===== src/common/ucf_defines.svh =====
`ifndef UCF_DEFINES_SVH
`define UCF_DEFINES_SVH

// Register indices; byte address is four times the index
`define UCF_IDX_CTRL1 6'h13
`define UCF_IDX_CTRL2 6'h14
`define UCF_IDX_CTRL3 6'h15
`define UCF_IDX_STAT1 6'h16
`define UCF_IDX_DATA 6'h18

// Control register one
`define UCF_B_UART_ON 6
`define UCF_B_NINE_BIT 4
`define UCF_B_RESUME_SEL 3
`define UCF_B_PARITY_ON 1
`define UCF_B_PARITY_ODD 0

// Control register two
`define UCF_B_TX_EMPTY_IE 7
`define UCF_B_TX_DONE_IE 6
`define UCF_B_RX_FULL_IE 5
`define UCF_B_RX_IDLE_IE 4
`define UCF_B_TX_ON 3
`define UCF_B_RX_ON 2
`define UCF_B_RX_STANDBY 1
`define UCF_B_SEND_BRK 0

// Control register three
`define UCF_B_RX_NINTH 7
`define UCF_B_TX_NINTH 6
`define UCF_B_DMA_RX 5
`define UCF_B_DMA_TX 4
`define UCF_B_OVR_IE 3
`define UCF_B_NOISE_IE 2
`define UCF_B_FRAME_IE 1
`define UCF_B_PARITY_IE 0

// Status register one
`define UCF_B_ST_TX_EMPTY 7
`define UCF_B_ST_TX_DONE 6
`define UCF_B_ST_RX_FULL 5
`define UCF_B_ST_IDLE 4
`define UCF_B_ST_OVR 3
`define UCF_B_ST_NOISE 2
`define UCF_B_ST_FRAME 1
`define UCF_B_ST_PARITY 0

// Frame lengths in bit times
`define UCF_LEN_SHORT 4'ha
`define UCF_LEN_LONG 4'hb
`define UCF_LEN_TAIL 4'h1

// Reset value and default bit time in clock cycles
`define UCF_RST_CTRL 8'h00
`define UCF_BIT_CYCLES 16

`endif


===== src/common/ucf_pkg.sv =====
package ucf_pkg;

    typedef enum logic [2:0] {
        UCF_K_NONE,
        UCF_K_BRK,
        UCF_K_TAIL,
        UCF_K_ONES,
        UCF_K_DATA
    } ucf_kind_t;

    typedef enum logic {
        UCF_TX_IDLE,
        UCF_TX_SHIFT
    } ucf_tx_state_t;

endpackage : ucf_pkg


===== src/common/ucf_tx_if.sv =====
`timescale 1ns/10ps

interface ucf_tx_if;
    logic enable;
    logic req;
    logic [10:0] frame;
    logic [3:0] len;
    logic taken;
    logic busy;
    logic line;

    modport ctl (output enable, output req, output frame, output len, input taken, input busy, input line);
    modport shifter (input enable, input req, input frame, input len, output taken, output busy, output line);
endinterface : ucf_tx_if


===== src/hdl/ucf_tx.sv =====
`timescale 1ns/10ps
`include "ucf_defines.svh"

module ucf_tx #(
    parameter int BIT_CYC = `UCF_BIT_CYCLES
) (
    input wire logic clk,
    input wire logic rst,
    ucf_tx_if.shifter txi
);
    localparam int CW = (BIT_CYC > 1) ? $clog2(BIT_CYC) : 1;
    localparam logic [CW-1:0] CYC_LAST = CW'(BIT_CYC - 1);

    generate
        if (BIT_CYC < 1) begin : g_chk
            $error("BIT_CYC must be at least one");
        end
    endgenerate

    ucf_pkg::ucf_tx_state_t state_q;
    logic [10:0] shift_q;
    logic [3:0] left_q;
    logic [CW-1:0] cyc_q;
    logic bit_end;

    assign bit_end = (state_q == ucf_pkg::UCF_TX_SHIFT) && (cyc_q == CYC_LAST);
    // Load when idle, or straight after the last bit so frames run back to back
    assign txi.taken = txi.enable && txi.req &&
        ((state_q == ucf_pkg::UCF_TX_IDLE) || (bit_end && left_q == `UCF_LEN_TAIL));
    assign txi.busy = (state_q == ucf_pkg::UCF_TX_SHIFT);
    assign txi.line = (state_q == ucf_pkg::UCF_TX_SHIFT) ? shift_q[0] : 1'b1;

    always_ff @(posedge clk) begin
        if (rst || !txi.enable) begin
            state_q <= ucf_pkg::UCF_TX_IDLE;
            shift_q <= '1;
            left_q <= '0;
            cyc_q <= '0;
        end else if (txi.taken) begin
            state_q <= ucf_pkg::UCF_TX_SHIFT;
            shift_q <= txi.frame;
            left_q <= txi.len;
            cyc_q <= '0;
        end else begin
            case (state_q)
                ucf_pkg::UCF_TX_SHIFT: begin
                    if (bit_end) begin
                        cyc_q <= '0;
                        shift_q <= {1'b1, shift_q[10:1]};
                        left_q <= left_q - 4'h1;
                        if (left_q == `UCF_LEN_TAIL) begin
                            state_q <= ucf_pkg::UCF_TX_IDLE;
                        end
                    end else begin
                        cyc_q <= cyc_q + CW'(1);
                    end
                end
                default: begin
                    cyc_q <= '0;
                end
            endcase
        end
    end

endmodule : ucf_tx


===== src/hdl/ucf_top.sv =====
// Added by the designer: the Avalon-MM slave port.
`timescale 1ns/10ps
`include "ucf_defines.svh"

module ucf_top #(
    parameter int ADDR_W = 8,
    parameter int BIT_CYC = `UCF_BIT_CYCLES
) (
    input wire logic clk,
    input wire logic rst,
    input wire logic [ADDR_W-1:0] address,
    input wire logic read,
    input wire logic write,
    input wire logic [3:0] byteenable,
    input wire logic [31:0] writedata,
    output logic [31:0] readdata,
    output logic waitrequest,
    output logic tx_pin,
    input wire logic rx_load,
    input wire logic [8:0] rx_char,
    input wire logic rx_idle_event,
    input wire logic rx_full_flag,
    input wire logic rx_idle_flag,
    input wire logic overrun_flag,
    input wire logic noise_flag,
    input wire logic frame_err_flag,
    input wire logic parity_err_flag,
    output logic rx_enable,
    output logic uart_enable,
    output logic nine_bit_char_sel,
    output logic parity_on,
    output logic parity_odd_sel,
    output logic tx_irq,
    output logic rx_irq,
    output logic err_irq
);
    generate
        if (ADDR_W < 7) begin : g_chk
            $error("ADDR_W too small for the register map");
        end
    endgenerate

    // Bus slave: one wait cycle, then the answer
    logic ack_q;
    logic [31:0] readdata_q;
    logic wr_ok;
    logic [ADDR_W-3:0] idx;
    logic [7:0] wbyte;

    assign waitrequest = (read || write) && !ack_q;
    assign wr_ok = write && ack_q && byteenable[0];
    assign idx = address[ADDR_W-1:2];
    assign wbyte = writedata[7:0];
    assign readdata = readdata_q;

    always_ff @(posedge clk) begin
        if (rst) begin
            ack_q <= 1'b0;
        end else begin
            ack_q <= (read || write) && !ack_q;
        end
    end

    // Control register one
    logic uart_on_q, nine_bit_q, resume_sel_q, parity_on_q, parity_odd_q;

    always_ff @(posedge clk) begin
        if (rst) begin
            uart_on_q <= 1'b0;
            nine_bit_q <= 1'b0;
            resume_sel_q <= 1'b0;
            parity_on_q <= 1'b0;
            parity_odd_q <= 1'b0;
        end else if (wr_ok && idx == (ADDR_W-2)'(`UCF_IDX_CTRL1)) begin
            uart_on_q <= wbyte[`UCF_B_UART_ON];
            nine_bit_q <= wbyte[`UCF_B_NINE_BIT];
            resume_sel_q <= wbyte[`UCF_B_RESUME_SEL];
            parity_on_q <= wbyte[`UCF_B_PARITY_ON];
            parity_odd_q <= wbyte[`UCF_B_PARITY_ODD];
        end
    end

    // Control register two
    logic [7:0] ctrl2_q;
    logic wr_ctrl2, standby_wake;

    assign wr_ctrl2 = wr_ok && idx == (ADDR_W-2)'(`UCF_IDX_CTRL2);
    assign standby_wake = resume_sel_q ? (rx_load && (nine_bit_q ? rx_char[8] : rx_char[7]))
                                       : rx_idle_event;

    always_ff @(posedge clk) begin
        if (rst) begin
            ctrl2_q <= `UCF_RST_CTRL;
        end else begin
            if (wr_ctrl2) begin
                ctrl2_q <= wbyte;
            end
            if (standby_wake) begin
                ctrl2_q[`UCF_B_RX_STANDBY] <= 1'b0;
            end
        end
    end

    logic tx_on, rx_on, rx_standby, send_brk;

    assign tx_on = ctrl2_q[`UCF_B_TX_ON];
    assign rx_on = ctrl2_q[`UCF_B_RX_ON];
    assign rx_standby = ctrl2_q[`UCF_B_RX_STANDBY];
    assign send_brk = ctrl2_q[`UCF_B_SEND_BRK];

    // Control register three, writable part
    logic tx_ninth_bit_q, dma_rx_q, dma_tx_q;
    logic ovr_ie_q, noise_ie_q, frame_ie_q, parity_ie_q;

    always_ff @(posedge clk) begin
        if (rst) begin
            dma_rx_q <= 1'b0;
            dma_tx_q <= 1'b0;
            ovr_ie_q <= 1'b0;
            noise_ie_q <= 1'b0;
            frame_ie_q <= 1'b0;
            parity_ie_q <= 1'b0;
        end else if (wr_ok && idx == (ADDR_W-2)'(`UCF_IDX_CTRL3)) begin
            dma_rx_q <= wbyte[`UCF_B_DMA_RX];
            dma_tx_q <= wbyte[`UCF_B_DMA_TX];
            ovr_ie_q <= wbyte[`UCF_B_OVR_IE];
            noise_ie_q <= wbyte[`UCF_B_NOISE_IE];
            frame_ie_q <= wbyte[`UCF_B_FRAME_IE];
            parity_ie_q <= wbyte[`UCF_B_PARITY_IE];
        end
    end

    // Ninth bits and data buffers keep their value through reset
    logic rx_ninth_bit_q;
    logic [7:0] rx_data_q, tx_data_q;
    logic wr_data;

    assign wr_data = wr_ok && idx == (ADDR_W-2)'(`UCF_IDX_DATA);

    always_ff @(posedge clk) begin
        if (wr_ok && idx == (ADDR_W-2)'(`UCF_IDX_CTRL3)) begin
            tx_ninth_bit_q <= wbyte[`UCF_B_TX_NINTH];
        end
    end

    always_ff @(posedge clk) begin
        if (rx_load) begin
            rx_data_q <= rx_char[7:0];
            rx_ninth_bit_q <= nine_bit_q ? rx_char[8] : rx_char[7];
        end
    end

    always_ff @(posedge clk) begin
        if (wr_data) begin
            tx_data_q <= wbyte;
        end
    end

    // Transmit control
    ucf_tx_if txi();
    ucf_pkg::ucf_kind_t kind;
    logic tx_buf_empty_q, ones_pend_q, tail_q, tx_on_old_q, tx_done;
    logic [3:0] flen;
    logic [7:0] par_src;
    logic par_bit, ninth;
    logic [10:0] data_frame;

    assign flen = nine_bit_q ? `UCF_LEN_LONG : `UCF_LEN_SHORT;
    assign par_src = nine_bit_q ? tx_data_q : {1'b0, tx_data_q[6:0]};
    assign par_bit = (^par_src) ^ parity_odd_q;
    assign ninth = parity_on_q ? par_bit : tx_ninth_bit_q;
    assign data_frame = nine_bit_q ? {1'b1, ninth, tx_data_q, 1'b0}
                                   : {2'b11, parity_on_q ? par_bit : tx_data_q[7], tx_data_q[6:0], 1'b0};

    always_comb begin
        kind = ucf_pkg::UCF_K_NONE;
        if (send_brk) begin
            kind = ucf_pkg::UCF_K_BRK;
        end else if (tail_q) begin
            kind = ucf_pkg::UCF_K_TAIL;
        end else if (ones_pend_q) begin
            kind = ucf_pkg::UCF_K_ONES;
        end else if (!tx_buf_empty_q) begin
            kind = ucf_pkg::UCF_K_DATA;
        end
    end

    always_comb begin
        txi.frame = data_frame;
        txi.len = flen;
        case (kind)
            ucf_pkg::UCF_K_BRK: begin
                txi.frame = '0;
            end
            ucf_pkg::UCF_K_TAIL: begin
                txi.frame = '1;
                txi.len = `UCF_LEN_TAIL;
            end
            ucf_pkg::UCF_K_ONES: begin
                txi.frame = '1;
            end
            default: begin
                txi.frame = data_frame;
            end
        endcase
    end

    assign txi.enable = uart_on_q;
    assign txi.req = tx_on && (kind != ucf_pkg::UCF_K_NONE);

    always_ff @(posedge clk) begin
        if (rst) begin
            tx_on_old_q <= 1'b0;
            ones_pend_q <= 1'b0;
            tail_q <= 1'b0;
        end else begin
            tx_on_old_q <= tx_on;
            if (!uart_on_q) begin
                ones_pend_q <= 1'b0;
                tail_q <= 1'b0;
            end else if (tx_on && !tx_on_old_q) begin
                ones_pend_q <= 1'b1;
            end else if (txi.taken) begin
                case (kind)
                    ucf_pkg::UCF_K_BRK: begin
                        ones_pend_q <= 1'b0;
                        tail_q <= 1'b1;
                    end
                    ucf_pkg::UCF_K_TAIL: tail_q <= 1'b0;
                    ucf_pkg::UCF_K_ONES: ones_pend_q <= 1'b0;
                    default: tail_q <= tail_q;
                endcase
            end
        end
    end

    always_ff @(posedge clk) begin
        if (rst) begin
            tx_buf_empty_q <= 1'b1;
        end else if (!uart_on_q || (txi.taken && kind == ucf_pkg::UCF_K_DATA)) begin
            tx_buf_empty_q <= 1'b1;
        end else if (wr_data) begin
            tx_buf_empty_q <= 1'b0;
        end
    end

    assign tx_done = !uart_on_q || (tx_buf_empty_q && !txi.busy && !txi.req);

    ucf_tx #(
        .BIT_CYC(BIT_CYC)
    ) u_tx (
        .clk(clk),
        .rst(rst),
        .txi(txi)
    );

    // Interrupt requests
    assign tx_irq = uart_on_q && ((ctrl2_q[`UCF_B_TX_EMPTY_IE] && tx_buf_empty_q) ||
                                  (ctrl2_q[`UCF_B_TX_DONE_IE] && tx_done));
    assign rx_irq = !rx_standby && ((ctrl2_q[`UCF_B_RX_FULL_IE] && rx_full_flag) ||
                                    (ctrl2_q[`UCF_B_RX_IDLE_IE] && rx_idle_flag));
    assign err_irq = (ovr_ie_q && overrun_flag) || (noise_ie_q && noise_flag) ||
                     (frame_ie_q && frame_err_flag) || (parity_ie_q && parity_err_flag);

    assign tx_pin = txi.line;
    assign rx_enable = uart_on_q && rx_on;
    assign uart_enable = uart_on_q;
    assign nine_bit_char_sel = nine_bit_q;
    assign parity_on = parity_on_q;
    assign parity_odd_sel = parity_odd_q;

    // Read mux
    logic [7:0] rbyte;

    always_comb begin
        rbyte = 8'h00;
        if (idx == (ADDR_W-2)'(`UCF_IDX_CTRL1)) begin
            rbyte[`UCF_B_UART_ON] = uart_on_q;
            rbyte[`UCF_B_NINE_BIT] = nine_bit_q;
            rbyte[`UCF_B_RESUME_SEL] = resume_sel_q;
            rbyte[`UCF_B_PARITY_ON] = parity_on_q;
            rbyte[`UCF_B_PARITY_ODD] = parity_odd_q;
        end else if (idx == (ADDR_W-2)'(`UCF_IDX_CTRL2)) begin
            rbyte = ctrl2_q;
        end else if (idx == (ADDR_W-2)'(`UCF_IDX_CTRL3)) begin
            rbyte = {rx_ninth_bit_q, tx_ninth_bit_q, dma_rx_q, dma_tx_q,
                     ovr_ie_q, noise_ie_q, frame_ie_q, parity_ie_q};
        end else if (idx == (ADDR_W-2)'(`UCF_IDX_STAT1)) begin
            rbyte = {tx_buf_empty_q, tx_done, rx_full_flag, rx_idle_flag,
                     overrun_flag, noise_flag, frame_err_flag, parity_err_flag};
        end else if (idx == (ADDR_W-2)'(`UCF_IDX_DATA)) begin
            rbyte = rx_data_q;
        end
    end

    always_ff @(posedge clk) begin
        if (rst) begin
            readdata_q <= '0;
        end else if (read && !ack_q) begin
            readdata_q <= {24'h000000, rbyte};
        end
    end
endmodule : ucf_top


===== config.mk =====
export PLATFORM = sky130hd
export DESIGN_NAME = ucf_top
export DESIGN_NICKNAME = d
export VERILOG_FILES = /design/src/common/ucf_pkg.sv /design/src/common/ucf_tx_if.sv /design/src/hdl/ucf_tx.sv /design/src/hdl/ucf_top.sv
export VERILOG_INCLUDE_DIRS = /design/src /design/src/common
export SDC_FILE = /design/constraint.sdc
export NUM_CORES = 1
export LEC_CHECK = 0
export BUFFER_PORTS_ARGS = -buffer_cell sky130_fd_sc_hd__buf_2
export CAP_MARGIN = 20
export CORE_UTILIZATION = 46
export CTS_CLUSTER_SIZE = 12
export DETAILED_ROUTE_END_ITERATION = 10
export PLACE_DENSITY = 0.76
export SKIP_CTS_REPAIR_TIMING = 1
export SLEW_MARGIN = 20
export SYNTH_ARGS = -nofsm -noshare
export SYNTH_HDL_FRONTEND = slang
export SYNTH_SLANG_ARGS = --single-unit

===== constraint.sdc =====
create_clock -name clk -period 1.85 [get_ports clk]
set_input_delay 0.0925 -clock clk [delete_from_list [all_inputs] [get_ports clk]]
set_output_delay 0.0925 -clock clk [all_outputs]
set_load 0.005 [all_outputs]

==> flow_summary.json, run 1 <==
{
  "avgSynthCellArea_um2": 9.39,
  "antenna_found_initial": 0,
  "final_common_cell": "buf_2",
  "setup_violations": 0,
  "fin_worst_skew_ns": 0.00901,
  "stdcell_count": 561,
  "synthTopCellsByArea": "dfxtp_1, edfxtp_1, buf_4, nor2_1, mux2i_1",
  "num-fill-cells": 642,
  "die_area_um2": 7820,
  "synth-main-ff-cell": "dfxtp_1",
  "cts_max_level": 3,
  "die_h_um": 88.4,
  "clock_path_buffers": 2,
  "critPathMaxFanout": 4,
  "cts_made_buffers": 9,
  "cts_tree": "built",
  "pre_cts_ws_ns": -0.0318,
  "netlist_instances": 366,
  "yosysTopAreaCellShare": 0.303,
  "first_global_vias": 2733,
  "grt_use_met1": 0.262,
  "relSlewSlack": 0.651,
  "hold_viol": 0,
  "clock_latency_ns": 0.35,
  "mostFrequentLayoutCells": "buf_2, dfxtp_1, nor2_1",
  "power_density_nw_per_um2": 729,
  "drt_pass1_iterations": 4,
  "crit_path_end_kind": "flop",
  "routed_wl_um": 8610,
  "hold_class": "primary input to flop",
  "grtUsageMet2": 0.369,
  "min_period_ns": 1.82,
  "drc": 0,
  "drive_gt1_frac": 0.264,
  "antenna_left": 0,
  "rows": 31,
  "vias_per_cell": 5.50,
  "cp.arrival_ns": 2.11,
  "cts-root-buf": "clkbuf_8",
  "max_slew.worst_pin.slew_ns": 0.520,
  "final_net_count": 525,
  "die_width_um": 88.4,
  "hpwlAfterDp_um": 5990,
  "ir_drop_v": 0.000529,
  "post_drt_wl_per_cell_um": 15.3,
  "grtUsageMet3": 0.0569,
  "vias": 3088,
  "synth_top_area_cell": "dfxtp_1",
  "crit_type": "flop to flop",
  "p_leak_uw": 0.00184,
  "rsz0062_at_grt": "true",
  "first_iter_violations": 153,
  "synth_enable_flop_cells": 18,
  "place_inst": 527,
  "maxCapViolations": 0,
  "path_clk_slew_ns": 0.08,
  "place.gp.congestion": 0.868,
  "grtUsageTotal": 0.215,
  "cp-start-kind": "flop",
  "io_buffers": 53,
  "core_area_um2": 7250,
  "start_util": 0.474,
  "ys_ff_latch": 70,
  "grt_pass1_wl_um": 12800,
  "syn_to_final_growth_pct": 26.7,
  "required_ns": 2.14,
  "fin_crit_sh": 0.986,
  "ys_seq_area_frac": 0.460,
  "worst_slack_ns": 0.0251,
  "syn-cell-area_um2": 3440,
  "utilization": 0.600,
  "fmax_mhz": 548,
  "antennaDiodeCount": 0,
  "synth_cell_types": 51,
  "overflow": 0,
  "async_reset_ff_frac": 0,
  "gr-max-usage-layer": "met2",
  "yosysWarnings": 0,
  "outcome": "completed",
  "ios": 107,
  "drv_slew": 0,
  "grt_max_degree": 31,
  "cts_num_sinks": 70
}
worst max-delay path, stage by stage, from the launching register on:
cell,delay [ns]
dfxtp_2,0.33
inv_2,0.07
ha_4,0.12
or3b_4,0.42
a2111oi_4,0.38
nand2_1,0.10
a311o_1,0.28
nand3_1,0.07
stage by stage:
stage          power (uW)  instance area, um^2  hold WS [ns]  setup TNS, ns
6_report             3170                 4350        0.0567              0
4_1_cts              3160                 4100       -0.0974        -0.0804
5_1_grt              3280                 4350        0.0747         -0.109
3_5_place_dp         1810                 3880         0.271        -0.0318
3_3_place_gp         1810                 3880         0.269              0
2_1_floorplan        1760                 3540         0.191        -0.0154
state kept, by name (all words and copies together), names as in the netlist, 4 cells and up:
register,cells
ctrl2_q,8
u_tx.shift_q,11
readdata,8
rx_data_q,8
u_tx.left_q,4
tx_data_q,8
u_tx.cyc_q,4
metal layers:
layer / wire length, um / share of wire / up-vias
met4: 154 / 0.018 / 0
met2: 4390 / 0.51 / 135
met1: 3510 / 0.41 / 1469
met5: 0 / 0 / -
li1: - / - / 1470
met3: 557 / 0.065 / 14
power by group:
part | total (uW) | switching (uW) | internal [uW]
Sequential | 1610 | 14.3 | 1600
Combinational | 196 | 102 | 94.1
Clock | 1370 | 603 | 763
Total | 3170 | 719 | 2460
cell families after synthesis:
family,count (synthesis),synth area share
simple gates,123,0.182
compound gates,87,0.184
flops,70,0.460
buf+inv,56,0.0900
mux,16,0.0470
xor+xnor,10,0.0255
fa+ha+maj,3,0.0109
other cells,1,0.00109
synthesized netlist by cell type (2+ instances only):
| cell type | count |
|---|---|
| a22oi_1 | 10 |
| ha_1 | 3 |
| buf_1 | 2 |
| a221oi_1 | 14 |
| nand2b_1 | 7 |
| a21oi_1 | 16 |
| a211o_1 | 3 |
| mux2i_1 | 15 |
| o31a_1 | 2 |
| clkbuf_1 | 12 |
| inv_1 | 13 |
| buf_2 | 4 |
| or2_2 | 2 |
| nand3_1 | 11 |
| buf_4 | 25 |
| a221o_1 | 3 |
| nor3_1 | 7 |
| xnor2_1 | 9 |
| nand2_1 | 18 |
| a32oi_1 | 2 |
| edfxtp_1 | 18 |
| and3b_1 | 2 |
| nand4_1 | 4 |
| dfxtp_1 | 52 |
| a311oi_1 | 3 |
| and2_1 | 2 |
| or3_1 | 10 |
| a31oi_1 | 3 |
| nor4_1 | 3 |
| o22ai_1 | 2 |
| and3_1 | 2 |
| o21ai_0 | 20 |
| nor2b_1 | 4 |
| nor2_1 | 46 |
path summary, 6_finish.rpt:
check,cells past startpoint,from,to,slack (ns)
setup / recovery,7,u_tx.left_q[1]$_SDFFE_PP0P_,u_tx.shift_q[8]$_SDFFE_PP1P_,0.03
hold / removal,3,frame_err_flag,readdata[1]$_SDFFE_PP0P_,0.06
setup reg to reg,7,u_tx.left_q[1]$_SDFFE_PP0P_,u_tx.shift_q[8]$_SDFFE_PP1P_,0.03
hold reg to reg,1,u_tx.cyc_q[0]$_SDFF_PP0_,u_tx.cyc_q[0]$_SDFF_PP0_,0.45
area by class of cell:
cell class              count  area (um^2)  share of cell area
multi-input cells         263         1710               0.393
flip-flops and latches     70         1580               0.364
repair buffers            100          666               0.153
clock buffers               9          124              0.0285
well taps                  99          124              0.0285
clock inverters             7         96.3              0.0221
inverters                  13         48.8              0.0112
No activity file was read; power rests on OpenSTA's default activity.
==> run 2, diff against run 1 <==
--- a/config.mk
+++ b/config.mk
@@ -8,10 +8,10 @@
 export LEC_CHECK = 0
 export BUFFER_PORTS_ARGS = -buffer_cell sky130_fd_sc_hd__buf_2
 export CAP_MARGIN = 20
-export CORE_UTILIZATION = 46
+export CORE_UTILIZATION = 41
 export CTS_CLUSTER_SIZE = 12
 export DETAILED_ROUTE_END_ITERATION = 10
-export PLACE_DENSITY = 0.76
+export PLACE_DENSITY = 0.66
 export SKIP_CTS_REPAIR_TIMING = 1
 export SLEW_MARGIN = 20
 export SYNTH_ARGS = -nofsm -noshare
==> constraint.sdc (replaced) <==
create_clock -name clk -period 1.9 [get_ports clk]
set_input_delay 0.095 -clock clk [delete_from_list [all_inputs] [get_ports clk]]
set_output_delay 0.095 -clock clk [all_outputs]
set_load 0.005 [all_outputs]
==> flow_summary.json, run 2 (synthesis results as in run 1) <==
{
  "fin_worst_skew_ns": 0.0122,
  "io_buffers": 53,
  "antenna_found_initial": 0,
  "fin_tns_setup_ns": 0,
  "grt_max_degree": 31,
  "grtUsageTotal": 0.197,
  "rows": 33,
  "final_net_count": 518,
  "largest_register_ffs": 11,
  "p_leak_uw": 0.00180,
  "cts_max_level": 3,
  "max_slew.worst_pin.slew_ns": 0.573,
  "cts-root-buf": "clkbuf_8",
  "die_width_um": 93.5,
  "place_inst": 527,
  "clock_latency_ns": 0.35,
  "maxCapViolations": 0,
  "seq_area_um2": 1580,
  "postLayoutCellArea_um2": 4320,
  "clock_path_buffers": 2,
  "cts_num_sinks": 70,
  "relSlewSlack": 0.618,
  "cts_made_buffers": 9,
  "grt_pass1_wl_um": 13100,
  "cp-start-kind": "flop",
  "min_period_ns": 1.85,
  "drive_gt1_frac": 0.264,
  "holdWs_ns": -0.0119,
  "critPathMaxFanout": 5,
  "cts_tree": "built",
  "power_density_nw_per_um2": 694,
  "core_area_um2": 8180,
  "vias_per_cell": 5.34,
  "syn_to_final_growth_pct": 25.6,
  "outcome": "finished, violations left",
  "crit_type": "flop to flop",
  "num-fill-cells": 757,
  "drt_pass1_iterations": 4,
  "top_register": "u_tx.shift_q",
  "utilization": 0.528,
  "start_util": 0.420,
  "rsz0062_at_grt": "true",
  "hold_class": "primary input to flop",
  "first_iter_violations": 86,
  "drv_slew": 0,
  "routed_wl_um": 8620,
  "fin_crit_sh": 0.975,
  "fmax_mhz": 540,
  "antennaDiodeCount": 0,
  "ir_drop_v": 0.000506,
  "violations": "negative hold slack",
  "drc": 0,
  "hold_viol": 1,
  "mostFrequentLayoutCells": "buf_2, dfxtp_1, nor2_1",
  "die_area_um2": 8750,
  "final_common_cell": "buf_2",
  "setup_violations": 0,
  "stdcell_count": 560,
  "place.gp.congestion": 0.847,
  "postPlaceCellArea_um2": 3840,
  "cp.arrival_ns": 2.10,
  "first_global_vias": 2681,
  "post_drt_wl_per_cell_um": 15.4,
  "die_h_um": 93.5,
  "ios": 107,
  "vias": 2993,
  "overflow": 0,
  "path_clk_slew_ns": 0.09,
  "antenna_left": 0,
  "multi_input_area_um2": 1740,
  "hpwlAfterDp_um": 6080,
  "required_ns": 2.15,
  "crit_path_end_kind": "flop"
}
## run 2: through the flow
step                power (uW)  worst slack (ns)  hold WS, ns
finish                    2990            0.0475      -0.0119
global route              3100           -0.0356      0.00599
CTS                       2990           -0.0573      -0.0965
detailed placement        1760          -0.00823        0.273
global placement          1760            0.0406        0.272
floorplan                 1710            0.0311        0.194
## run 2: worst max-delay path, cell delays in order (launching register included)
cell and delay, ns:
dfxtp_2 0.33, inv_2 0.07, ha_4 0.11, or3b_4 0.43, o21ai_4 0.28, nand2_4 0.13, a221oi_2 0.30, o21ai_1 0.10
## run 2: power by group
part,internal [uW],leakage (uW),switching [uW]
logic,87.2,0.00111,94.7
clock network,651,0.000103,591
registers,1560,0.000591,14.0
## run 2: worst paths after layout
check,startpoint,endpoint,slack [ns],cells past startpoint
setup / recovery,u_tx.left_q[1]$_SDFFE_PP0P_,u_tx.shift_q[1]$_SDFFE_PP1P_,0.05,7
hold / removal,writedata[3],tx_data_q[3]$_DFFE_PP_,-0.01,1
setup reg to reg,u_tx.left_q[1]$_SDFFE_PP0P_,u_tx.shift_q[1]$_SDFFE_PP1P_,0.05,7
hold reg to reg,u_tx.cyc_q[0]$_SDFF_PP0_,u_tx.cyc_q[0]$_SDFF_PP0_,0.45,1
## run 2: area by class of cell
class                           instances  area share
Multi-Input combinational cell        264       0.404
Sequential cell                        70       0.367
Timing Repair Buffer                   92       0.140
Clock buffer                           10      0.0319
Tap cell                              105      0.0304
Clock inverter                          6      0.0159
Inverter                               13      0.0113
## run 2: layer usage
layer	global-route usage	up-vias	part of all wire	wire length (um)
met5	0	-	0	0
met4	0.0667	0	0.014	120
met3	0.0431	13	0.045	392
met2	0.337	93	0.51	4360
met1	0.245	1432	0.43	3750
li1	-	1455	-	-
